==> src/ekusp_pkg.sv <==
// Package: register map, control fuse bit positions and reset values
`default_nettype none
package ekusp_pkg;
	localparam int          KEY_BITS        = 256;
	localparam int          USER_BITS       = 32;
	localparam int          USER_LOW_BITS   = 8;
	localparam int          CTRL_BITS       = 6;
	localparam int          KEY_WORDS       = KEY_BITS / 32;
	// Byte offsets
	localparam logic [7:0]  OFS_KEY_STAGE0  = 8'h00; // 8 words 0x00..0x1c
	localparam logic [7:0]  OFS_USER_STAGE  = 8'h20;
	localparam logic [7:0]  OFS_CTRL_STAGE  = 8'h24;
	localparam logic [7:0]  OFS_COMMAND     = 8'h28;
	localparam logic [7:0]  OFS_STATUS      = 8'h2c;
	localparam logic [7:0]  OFS_USER_FUSE   = 8'h30;
	localparam logic [7:0]  OFS_CTRL_FUSE   = 8'h34;
	localparam logic [7:0]  OFS_KEY_FUSE0   = 8'h40; // 8 words 0x40..0x5c
	// Control fuse bit positions
	localparam int          CTL_KEY_ONLY    = 0;
	localparam int          CTL_NO_PARTIAL  = 1;
	localparam int          CTL_WLOCK_KU    = 2;
	localparam int          CTL_RLOCK_KEY   = 3;
	localparam int          CTL_RLOCK_USER  = 4;
	localparam int          CTL_WLOCK_CTL   = 5;
	// Command bits
	localparam int          CMD_KEY         = 0;
	localparam int          CMD_KEY_LOW     = 1;
	localparam int          CMD_USER_HIGH   = 2;
	localparam int          CMD_CTRL        = 3;
	// Status bits
	localparam int          ST_BUSY         = 0;
	localparam int          ST_REFUSED      = 1;
	localparam int          ST_LOW_LOCKED   = 2;
	localparam logic [31:0] FUSE_RESET      = 32'h0000_0000;
	localparam int          BURN_CYCLES     = 4;
	typedef enum logic [1:0] {EK_IDLE, EK_BURN, EK_DONE} ek_state_type;
endpackage
`default_nettype wire

==> src/ekusp_top.sv <==
// Fuse key/user/control security policy with Avalon-MM register access
//
// Contract
// - Key programming with the low-byte command bit also burns user low byte with the supplied pattern
// - Key burned without low-byte pattern locks user bits 7:0 until reset
// - User word is 32 bits; upper 24 burn with key or later
// - Key bank holds 256 bits, burned together with low user byte when the low-byte command bit is set
// - Control bit 0 set: only the stored key may decrypt
// - Control bit 1 set: partial reconfiguration is rejected
// - Control bit 2 set: key and user programming blocked
// - Control bit 3 set: key readback blocked
// - Control bit 4 set: user word readback blocked
// - Control write-lock bit set: control word cannot be programmed again
`timescale 1ns/100ps
`default_nettype none
module ekusp_top #(
	parameter int KEY_BITS  = ekusp_pkg::KEY_BITS,
	parameter int USER_BITS = ekusp_pkg::USER_BITS
) (
	input  wire logic        core_clk,
	input  wire logic        reset,
	input  wire logic        clk_en,
	input  wire logic [7:0]  avs_address,
	input  wire logic        avs_read,
	input  wire logic        avs_write,
	input  wire logic [31:0] avs_writedata,
	input  wire logic [3:0]  avs_byteenable,
	output logic      [31:0] avs_readdata,
	output logic             avs_waitrequest,
	input  wire logic        cfg_key_external,
	input  wire logic        cfg_partial_req,
	output logic             cfg_key_allowed,
	output logic             cfg_partial_allowed,
	output logic             busy
);
	initial if (KEY_BITS != ekusp_pkg::KEY_BITS
		|| USER_BITS != ekusp_pkg::USER_BITS)
		$error("ekusp_top: key must be 256 and user 32 bits");

	localparam int KW = ekusp_pkg::KEY_WORDS;
	localparam int LB = ekusp_pkg::USER_LOW_BITS;
	localparam int CB = ekusp_pkg::CTRL_BITS;

	// ----------------------------------------------------------------
	// Staging registers
	// ----------------------------------------------------------------
	logic [31:0]    key_stage_q [KW];
	logic [31:0]    user_stage_q;
	logic [CB-1:0]  ctrl_stage_q;
	logic           bus_ack_q;
	logic           wr_fire;
	logic           rd_fire;
	logic [31:0]    be_mask;

	assign wr_fire = clk_en && avs_write && !bus_ack_q;
	assign rd_fire = clk_en && avs_read && !bus_ack_q;
	assign be_mask = {{8{avs_byteenable[3]}}, {8{avs_byteenable[2]}},
		{8{avs_byteenable[1]}}, {8{avs_byteenable[0]}}};

	genvar gi;
	generate
		for (gi = 0; gi < KW; gi++)
		begin : g_key_stage
			always_ff @(posedge core_clk or posedge reset)
				if (reset)
					key_stage_q[gi] <= ekusp_pkg::FUSE_RESET;
				else if (wr_fire && avs_address ==
					ekusp_pkg::OFS_KEY_STAGE0 + 8'(gi * 4))
					key_stage_q[gi] <= (key_stage_q[gi] & ~be_mask)
						| (avs_writedata & be_mask);
		end
	endgenerate

	always_ff @(posedge core_clk or posedge reset)
		if (reset)
			user_stage_q <= ekusp_pkg::FUSE_RESET;
		else if (wr_fire && avs_address == ekusp_pkg::OFS_USER_STAGE)
			user_stage_q <= (user_stage_q & ~be_mask)
				| (avs_writedata & be_mask);

	always_ff @(posedge core_clk or posedge reset)
		if (reset)
			ctrl_stage_q <= '0;
		else if (wr_fire && avs_address == ekusp_pkg::OFS_CTRL_STAGE
			&& avs_byteenable[0])
			ctrl_stage_q <= avs_writedata[CB-1:0];

	// ----------------------------------------------------------------
	// Fuse banks
	// ----------------------------------------------------------------
	logic [KEY_BITS-1:0]  key_pattern;
	logic [KEY_BITS-1:0]  key_fuse;
	logic [USER_BITS-1:0] user_pattern;
	logic [USER_BITS-1:0] user_fuse;
	logic [CB-1:0]        ctrl_fuse;
	logic                 burn_key;
	logic                 burn_user;
	logic                 burn_ctrl;

	generate
		for (gi = 0; gi < KW; gi++)
		begin : g_key_pat
			assign key_pattern[gi*32 +: 32] = key_stage_q[gi];
		end
	endgenerate

	ekusp_burn #(.WIDTH(KEY_BITS)) u_key (
		.core_clk (core_clk),
		.reset    (reset),
		.clk_en   (clk_en),
		.burn     (burn_key),
		.pattern  (key_pattern),
		.fuse_q   (key_fuse)
	);

	ekusp_burn #(.WIDTH(USER_BITS)) u_user (
		.core_clk (core_clk),
		.reset    (reset),
		.clk_en   (clk_en),
		.burn     (burn_user),
		.pattern  (user_pattern),
		.fuse_q   (user_fuse)
	);

	ekusp_burn #(.WIDTH(CB)) u_ctrl (
		.core_clk (core_clk),
		.reset    (reset),
		.clk_en   (clk_en),
		.burn     (burn_ctrl),
		.pattern  (ctrl_stage_q),
		.fuse_q   (ctrl_fuse)
	);

	logic wlock_key_user;
	logic rlock_key;
	logic rlock_user;
	logic wlock_ctrl;

	ekusp_policy u_policy (
		.ctrl                (ctrl_fuse),
		.cfg_key_external    (cfg_key_external),
		.cfg_partial_req     (cfg_partial_req),
		.cfg_key_allowed     (cfg_key_allowed),
		.cfg_partial_allowed (cfg_partial_allowed),
		.wlock_key_user      (wlock_key_user),
		.rlock_key           (rlock_key),
		.rlock_user          (rlock_user),
		.wlock_ctrl          (wlock_ctrl)
	);

	// ----------------------------------------------------------------
	// Programming sequencer
	// ----------------------------------------------------------------
	ekusp_pkg::ek_state_type state_q;
	logic [3:0]  cmd_q;
	logic [3:0]  cnt_q;
	logic        low_locked_q;
	logic        refused_q;
	logic        cmd_fire;
	logic        cmd_ok;
	logic        key_req;
	logic        high_req;

	assign cmd_fire = wr_fire && avs_address == ekusp_pkg::OFS_COMMAND
		&& avs_byteenable[0];
	assign key_req  = avs_writedata[ekusp_pkg::CMD_KEY];
	assign high_req = avs_writedata[ekusp_pkg::CMD_USER_HIGH];
	// Refuse key/user ops under write lock, control op under its lock
	always_comb
	begin
		cmd_ok = state_q == ekusp_pkg::EK_IDLE;
		if ((key_req || high_req) && wlock_key_user)
			cmd_ok = 1'b0;
		if (avs_writedata[ekusp_pkg::CMD_CTRL] && wlock_ctrl)
			cmd_ok = 1'b0;
		if (!key_req && avs_writedata[ekusp_pkg::CMD_KEY_LOW])
			cmd_ok = 1'b0;
	end

	always_ff @(posedge core_clk or posedge reset)
		if (reset)
		begin
			state_q <= ekusp_pkg::EK_IDLE;
			cmd_q   <= '0;
			cnt_q   <= '0;
		end
		else if (clk_en)
			unique case (state_q)
				ekusp_pkg::EK_IDLE:
					if (cmd_fire && cmd_ok && avs_writedata[3:0] != 4'h0)
					begin
						state_q <= ekusp_pkg::EK_BURN;
						cmd_q   <= avs_writedata[3:0];
						cnt_q   <= 4'(ekusp_pkg::BURN_CYCLES - 1);
					end
				ekusp_pkg::EK_BURN:
					if (cnt_q == 4'h0)
						state_q <= ekusp_pkg::EK_DONE;
					else
						cnt_q <= cnt_q - 4'h1;
				ekusp_pkg::EK_DONE:
					state_q <= ekusp_pkg::EK_IDLE;
			endcase

	always_ff @(posedge core_clk or posedge reset)
		if (reset)
			refused_q <= 1'b0;
		else if (clk_en && cmd_fire)
			refused_q <= !cmd_ok;

	// Key burned without a low-byte pattern seals user bits 7:0
	always_ff @(posedge core_clk or posedge reset)
		if (reset)
			low_locked_q <= 1'b0;
		else if (clk_en && burn_key && !cmd_q[ekusp_pkg::CMD_KEY_LOW])
			low_locked_q <= 1'b1;

	assign burn_key  = state_q == ekusp_pkg::EK_DONE
		&& cmd_q[ekusp_pkg::CMD_KEY];
	assign burn_ctrl = state_q == ekusp_pkg::EK_DONE
		&& cmd_q[ekusp_pkg::CMD_CTRL];
	assign burn_user = burn_key || (state_q == ekusp_pkg::EK_DONE
		&& cmd_q[ekusp_pkg::CMD_USER_HIGH]);
	// Low byte only with the key and only if not sealed
	always_comb
	begin
		user_pattern = '0;
		if (cmd_q[ekusp_pkg::CMD_USER_HIGH])
			user_pattern[USER_BITS-1:LB] = user_stage_q[USER_BITS-1:LB];
		if (burn_key && cmd_q[ekusp_pkg::CMD_KEY_LOW] && !low_locked_q)
			user_pattern[LB-1:0] = user_stage_q[LB-1:0];
	end

	assign busy = state_q != ekusp_pkg::EK_IDLE;

	// ----------------------------------------------------------------
	// Avalon-MM slave: one wait cycle, then acknowledge
	// ----------------------------------------------------------------
	logic [31:0] rd_d;
	logic [31:0] rd_q;
	logic [2:0]  key_idx;

	assign key_idx = avs_address[4:2];
	always_comb
	begin
		rd_d = 32'h0000_0000;
		if (avs_address >= ekusp_pkg::OFS_KEY_STAGE0
			&& avs_address < ekusp_pkg::OFS_USER_STAGE)
			rd_d = 32'h0000_0000; // Staged key is write-only
		else if (avs_address == ekusp_pkg::OFS_USER_STAGE)
			rd_d = user_stage_q;
		else if (avs_address == ekusp_pkg::OFS_CTRL_STAGE)
			rd_d = {26'h0, ctrl_stage_q};
		else if (avs_address == ekusp_pkg::OFS_STATUS)
			rd_d = {29'h0, low_locked_q, refused_q, busy};
		else if (avs_address == ekusp_pkg::OFS_USER_FUSE)
			rd_d = rlock_user ? 32'h0000_0000 : user_fuse;
		else if (avs_address == ekusp_pkg::OFS_CTRL_FUSE)
			rd_d = {26'h0, ctrl_fuse};
		else if (avs_address >= ekusp_pkg::OFS_KEY_FUSE0
			&& avs_address < ekusp_pkg::OFS_KEY_FUSE0 + 8'h20)
			rd_d = rlock_key ? 32'h0000_0000
				: key_fuse[32*key_idx +: 32];
	end

	always_ff @(posedge core_clk or posedge reset)
		if (reset)
			rd_q <= 32'h0000_0000;
		else if (rd_fire)
			rd_q <= rd_d;

	always_ff @(posedge core_clk or posedge reset)
		if (reset)
			bus_ack_q <= 1'b0;
		else if (clk_en)
			bus_ack_q <= (avs_read || avs_write) && !bus_ack_q;

	assign avs_readdata    = rd_q;
	assign avs_waitrequest = !bus_ack_q;
endmodule
`default_nettype wire

==> src/ekusp_burn.sv <==
// Fuse word burner: a burn only moves bits from 0 to 1; reset clears every bit to 0
`timescale 1ns/100ps
`default_nettype none
module ekusp_burn #(
	parameter int WIDTH = 32
) (
	input  wire logic             core_clk,
	input  wire logic             reset,
	input  wire logic             clk_en,
	input  wire logic             burn,
	input  wire logic [WIDTH-1:0] pattern,
	output logic      [WIDTH-1:0] fuse_q
);
	initial if (WIDTH < 1) $error("ekusp_burn: WIDTH must be positive");

	always_ff @(posedge core_clk or posedge reset)
		if (reset)
			fuse_q <= '0;
		else if (clk_en && burn)
			fuse_q <= fuse_q | pattern;
endmodule
`default_nettype wire

==> src/ekusp_policy.sv <==
// Policy outputs derived from control fuses
`timescale 1ns/100ps
`default_nettype none
module ekusp_policy (
	input  wire logic [5:0] ctrl,
	input  wire logic       cfg_key_external,
	input  wire logic       cfg_partial_req,
	output logic            cfg_key_allowed,
	output logic            cfg_partial_allowed,
	output logic            wlock_key_user,
	output logic            rlock_key,
	output logic            rlock_user,
	output logic            wlock_ctrl
);
	assign cfg_key_allowed     = !(ctrl[ekusp_pkg::CTL_KEY_ONLY]
		&& cfg_key_external);
	assign cfg_partial_allowed = cfg_partial_req
		&& !ctrl[ekusp_pkg::CTL_NO_PARTIAL];
	assign wlock_key_user      = ctrl[ekusp_pkg::CTL_WLOCK_KU];
	assign rlock_key           = ctrl[ekusp_pkg::CTL_RLOCK_KEY];
	assign rlock_user          = ctrl[ekusp_pkg::CTL_RLOCK_USER];
	assign wlock_ctrl          = ctrl[ekusp_pkg::CTL_WLOCK_CTL];
endmodule
`default_nettype wire

==> config.mk <==
export PLATFORM = sky130hd
export DESIGN_NAME = ekusp_top
export DESIGN_NICKNAME = d
export VERILOG_FILES = /design/src/ekusp_pkg.sv /design/src/ekusp_top.sv /design/src/ekusp_burn.sv /design/src/ekusp_policy.sv
export SDC_FILE = /design/constraint.sdc
export NUM_CORES = 1
export LEC_CHECK = 0
export CORE_MARGIN = 3
export CORE_UTILIZATION = 50
export DETAILED_ROUTE_END_ITERATION = 8
export DONT_BUFFER_PORTS = 1
export PLACE_DENSITY = 0.7
export SYNTH_ARGS = -nofsm -noshare
export SYNTH_HDL_FRONTEND = slang
export SYNTH_SLANG_ARGS = --single-unit
==> constraint.sdc <==
create_clock -name core_clk -period 44.7 [get_ports core_clk]
set_input_delay 2.235 -clock core_clk [delete_from_list [all_inputs] [get_ports core_clk]]
set_output_delay 2.235 -clock core_clk [all_outputs]
set_load 0.03 [all_outputs]
==> flow_summary.yaml <==
outcome:
  outcome: "finished clean"
sta:
  setup_viol: 0
  grt_setup_unrepaired: "false"
  slew_violations: 0
  hold_viol: 0
  hold_ws_ps: 449
  period_share_pct: 11.0
  fmax_ghz: 0.203
  fin_crit_ps: 4940
  worst_slew_margin_rel_pct: 25.3
  tightestPinTransition_ps: 1120
  fin_worst_skew_ps: 11.6
  timing.setup.tns_ps: 0
worst_setup_path:
  worst_ep_arrival_time_ps: 2700
  cp.required_ps: 42460
  startpoint_type: "input port"
  crit_path_max_incr_delay_ps: 470
  path_class: "input port to primary output"
  crit_chain: "nor2b_1"
  worst-path-buf-inv: 0
  critical_path.max_fanout: 1
  nature_of_the_critical_path_endpoint: "primary output"
  path_delay_family: "simple AND/OR/NAND/NOR gates"
  crit_slowest_cell: "sky130_fd_sc_hd__nor2b_1"
floorplanning:
  ios: 87
  floorplan.core_area_sq_mm: 0.0495
  initial_utilization_pct: 51.1
  die-height_um: 231
  floorplan.die_area_sq_mm: 0.0532
  die_width_um: 231
  rows: 81
power:
  leakage_uw: 0.0159
  power.ir.vdd_worst_mv: 0.0256
  pwr_density_cell_mw_per_mm2: 42.1
detailed_routing:
  drcViolationCount: 0
  tritonroute_pass_1_iters: 6
  dr_total_vias: 14400
  drt_iter0_drc: 1322
  antenna_violating_nets_post_route: 0
  vias_per_cell: 6.04
  wl_per_cell_um: 23.8
  wl_um: 56800
yosys:
  netlist_instances: 1682
  syn-num-nets: 1737
  synth_flop_type: "sky130_fd_sc_hd__dfrtp_1"
  ys_ff_latch: 633
  synth.cell_area_sq_mm: 0.0253
  synth_edf_count: 0
  yosysWarningCount: 0
  netlist.top_cell.by_area: "sky130_fd_sc_hd__dfrtp_1"
  seq_area_frac_synth_pct: 62.7
  synthTopCellsByArea: "sky130_fd_sc_hd__dfrtp_1 (63%), sky130_fd_sc_hd__mux2_2 (13%), sky130_fd_sc_hd__a21o_1 (8.7%), sky130_fd_sc_hd__mux4_2 (5.0%), sky130_fd_sc_hd__mux2i_1 (1.3%)"
  yosys.cell_count.top_type: "sky130_fd_sc_hd__dfrtp_1"
  synth_commonest_cells: "sky130_fd_sc_hd__dfrtp_1 (633), sky130_fd_sc_hd__mux2_2 (299), sky130_fd_sc_hd__a21o_1 (293)"
  synth.distinct_cells: 62
  avgSynthCellArea_sq_um: 15.0
  postSynth.asyncResetShare_pct: 100
  synthDominantCellAreaShare_pct: 62.7
clock_tree:
  cts.repair_timing.setup_buffer_count: 0
  clkSinkCount: 633
  cts_buffer_depth: 3
  h-tree-depth: 2
  clock_insertion_delay_worst_skew_ps: 610
  cts-hold-fix-buffers: 0
  tritoncts.num_buffers: 60
  tritoncts_clock_tree: "built"
  clockRootBuffer: "sky130_fd_sc_hd__clkbuf_16"
  clk_pin_slew_worst_paths_ps: 60
  cts-resized-gates: 0
finish:
  finish.net_count: 1728
  count_of_fill_cells_added_during_filler_insertion: 3980
  insertedDiodeCount: 0
  area.sequential_sq_mm: 0.0158
  core_utilization_of_the_finished_layout_pct: 56.7
  layoutNonFillerInstCount: 2386
  flow.area_growth_from_synthesis_pct: 11.0
  multi_input_comb_area_sq_mm: 0.00902
  final_layout_size_suffix_gt1_share_pct: 29.7
placement:
  detailed_place_hpwl_um: 33200
  dpl.cell_count: 2275
  routabilityCongestion: 0.825
  place.port_buffers: 0
worst_hold_path:
  min-delay-path-class: "flop to flop"
global_routing:
  grt-ovfl-total: 0
  grt_use_total_pct: 21.7
  grt_antenna_before_repair: 1
  grt_start_max_net_pins: 195
  grt_pass1_wl_um: 89500
  vias_in_the_first_global_route: 15200
flow_run:
  total_of_max_cap_violations: 0
==> power breakdown <==
group | internal (uW) | switching (uW) | total [uW]
clock | 334 | 218 | 552
sequential | 579 | 4.93 | 584
combinational | 15.3 | 29.9 | 45.2
total | 929 | 252 | 1180
==> logic make-up after synthesis <==
group | synth area share (%)
multiplexers | 19.9
AND/OR/NAND/NOR | 3.57
adder cells (fa/ha/maj) | 0.198
flip-flops | 62.7
AO/OA/AOI/OAI | 12.0
buffers and inverters | 1.62
==> area by class of cell <==
class | count | share of cell area, %
Clock buffer | 79 | 6.15
Timing Repair Buffer | 12 | 0.366
Sequential cell | 633 | 56.5
Inverter | 15 | 0.228
Clock inverter | 32 | 1.61
Multi-Input combinational cell | 951 | 32.2
Tap cell | 664 | 2.96
==> per-layer routing <==
| metal | track usage [%] | share of wire [%] | vias to the layer above |
|---|---|---|---|
| met2 | 33.7 | 46 | 384 |
| met5 | 0 | 0.023 | - |
| met1 | 30.8 | 45 | 7720 |
| li1 | - | - | 6202 |
| met4 | 5.62 | 2.3 | 2 |
| met3 | 5.44 | 6.6 | 92 |
==> cell usage in the layout (no fill, tap or decap), types with 5 or more instances in the layout <==
cell type,instances
sky130_fd_sc_hd__dfrtp_1,633
sky130_fd_sc_hd__mux2_2,299
sky130_fd_sc_hd__a21o_1,293
sky130_fd_sc_hd__clkbuf_16,61
sky130_fd_sc_hd__mux4_2,56
sky130_fd_sc_hd__nand2_1,37
sky130_fd_sc_hd__mux2i_1,32
sky130_fd_sc_hd__o21ai_0,31
sky130_fd_sc_hd__a222oi_1,25
sky130_fd_sc_hd__nor2b_1,15
sky130_fd_sc_hd__clkinv_2,15
sky130_fd_sc_hd__inv_1,14
sky130_fd_sc_hd__a21oi_1,14
sky130_fd_sc_hd__nor2_2,13
sky130_fd_sc_hd__clkbuf_8,13
sky130_fd_sc_hd__nand3_1,11
sky130_fd_sc_hd__bufinv_16,11
sky130_fd_sc_hd__buf_4,11
sky130_fd_sc_hd__a211oi_1,9
sky130_fd_sc_hd__o21ai_1,8
sky130_fd_sc_hd__mux2_1,6
sky130_fd_sc_hd__nor2_1,6
sky130_fd_sc_hd__nor3_1,6
sky130_fd_sc_hd__nor2_4,6
sky130_fd_sc_hd__nor4_1,6
sky130_fd_sc_hd__nand2b_1,6
sky130_fd_sc_hd__clkinvlp_4,5
sky130_fd_sc_hd__clkbuf_1,5
==> metrics by stage <==
stage               instance area [sq um]  setup WS, ps  power [uW]
floorplan                           25300         24730         635
global placement                    25900         39740         638
detailed placement                  25900         39750         641
CTS                                 28000         39760        1190
global route                        28000         39730        1220
finish                              28000         39760        1180
==> final timing paths <==
check                                start             endpoint  slack, ps  cells past startpoint
setup / recovery           cfg_partial_req  cfg_partial_allowed      39760                      1
hold / removal             u_key.fuse_q[0]      u_key.fuse_q[0]        450                      1
setup reg to reg                 bus_ack_q     avs_readdata[29]      41740                      5
hold reg to reg            u_key.fuse_q[0]      u_key.fuse_q[0]        450                      1
max in group asynchronous            reset            async pin      40520                      3
min in group asynchronous            reset     u_key.fuse_q[59]       1640                      1
(Power assumes the default switching activity.)
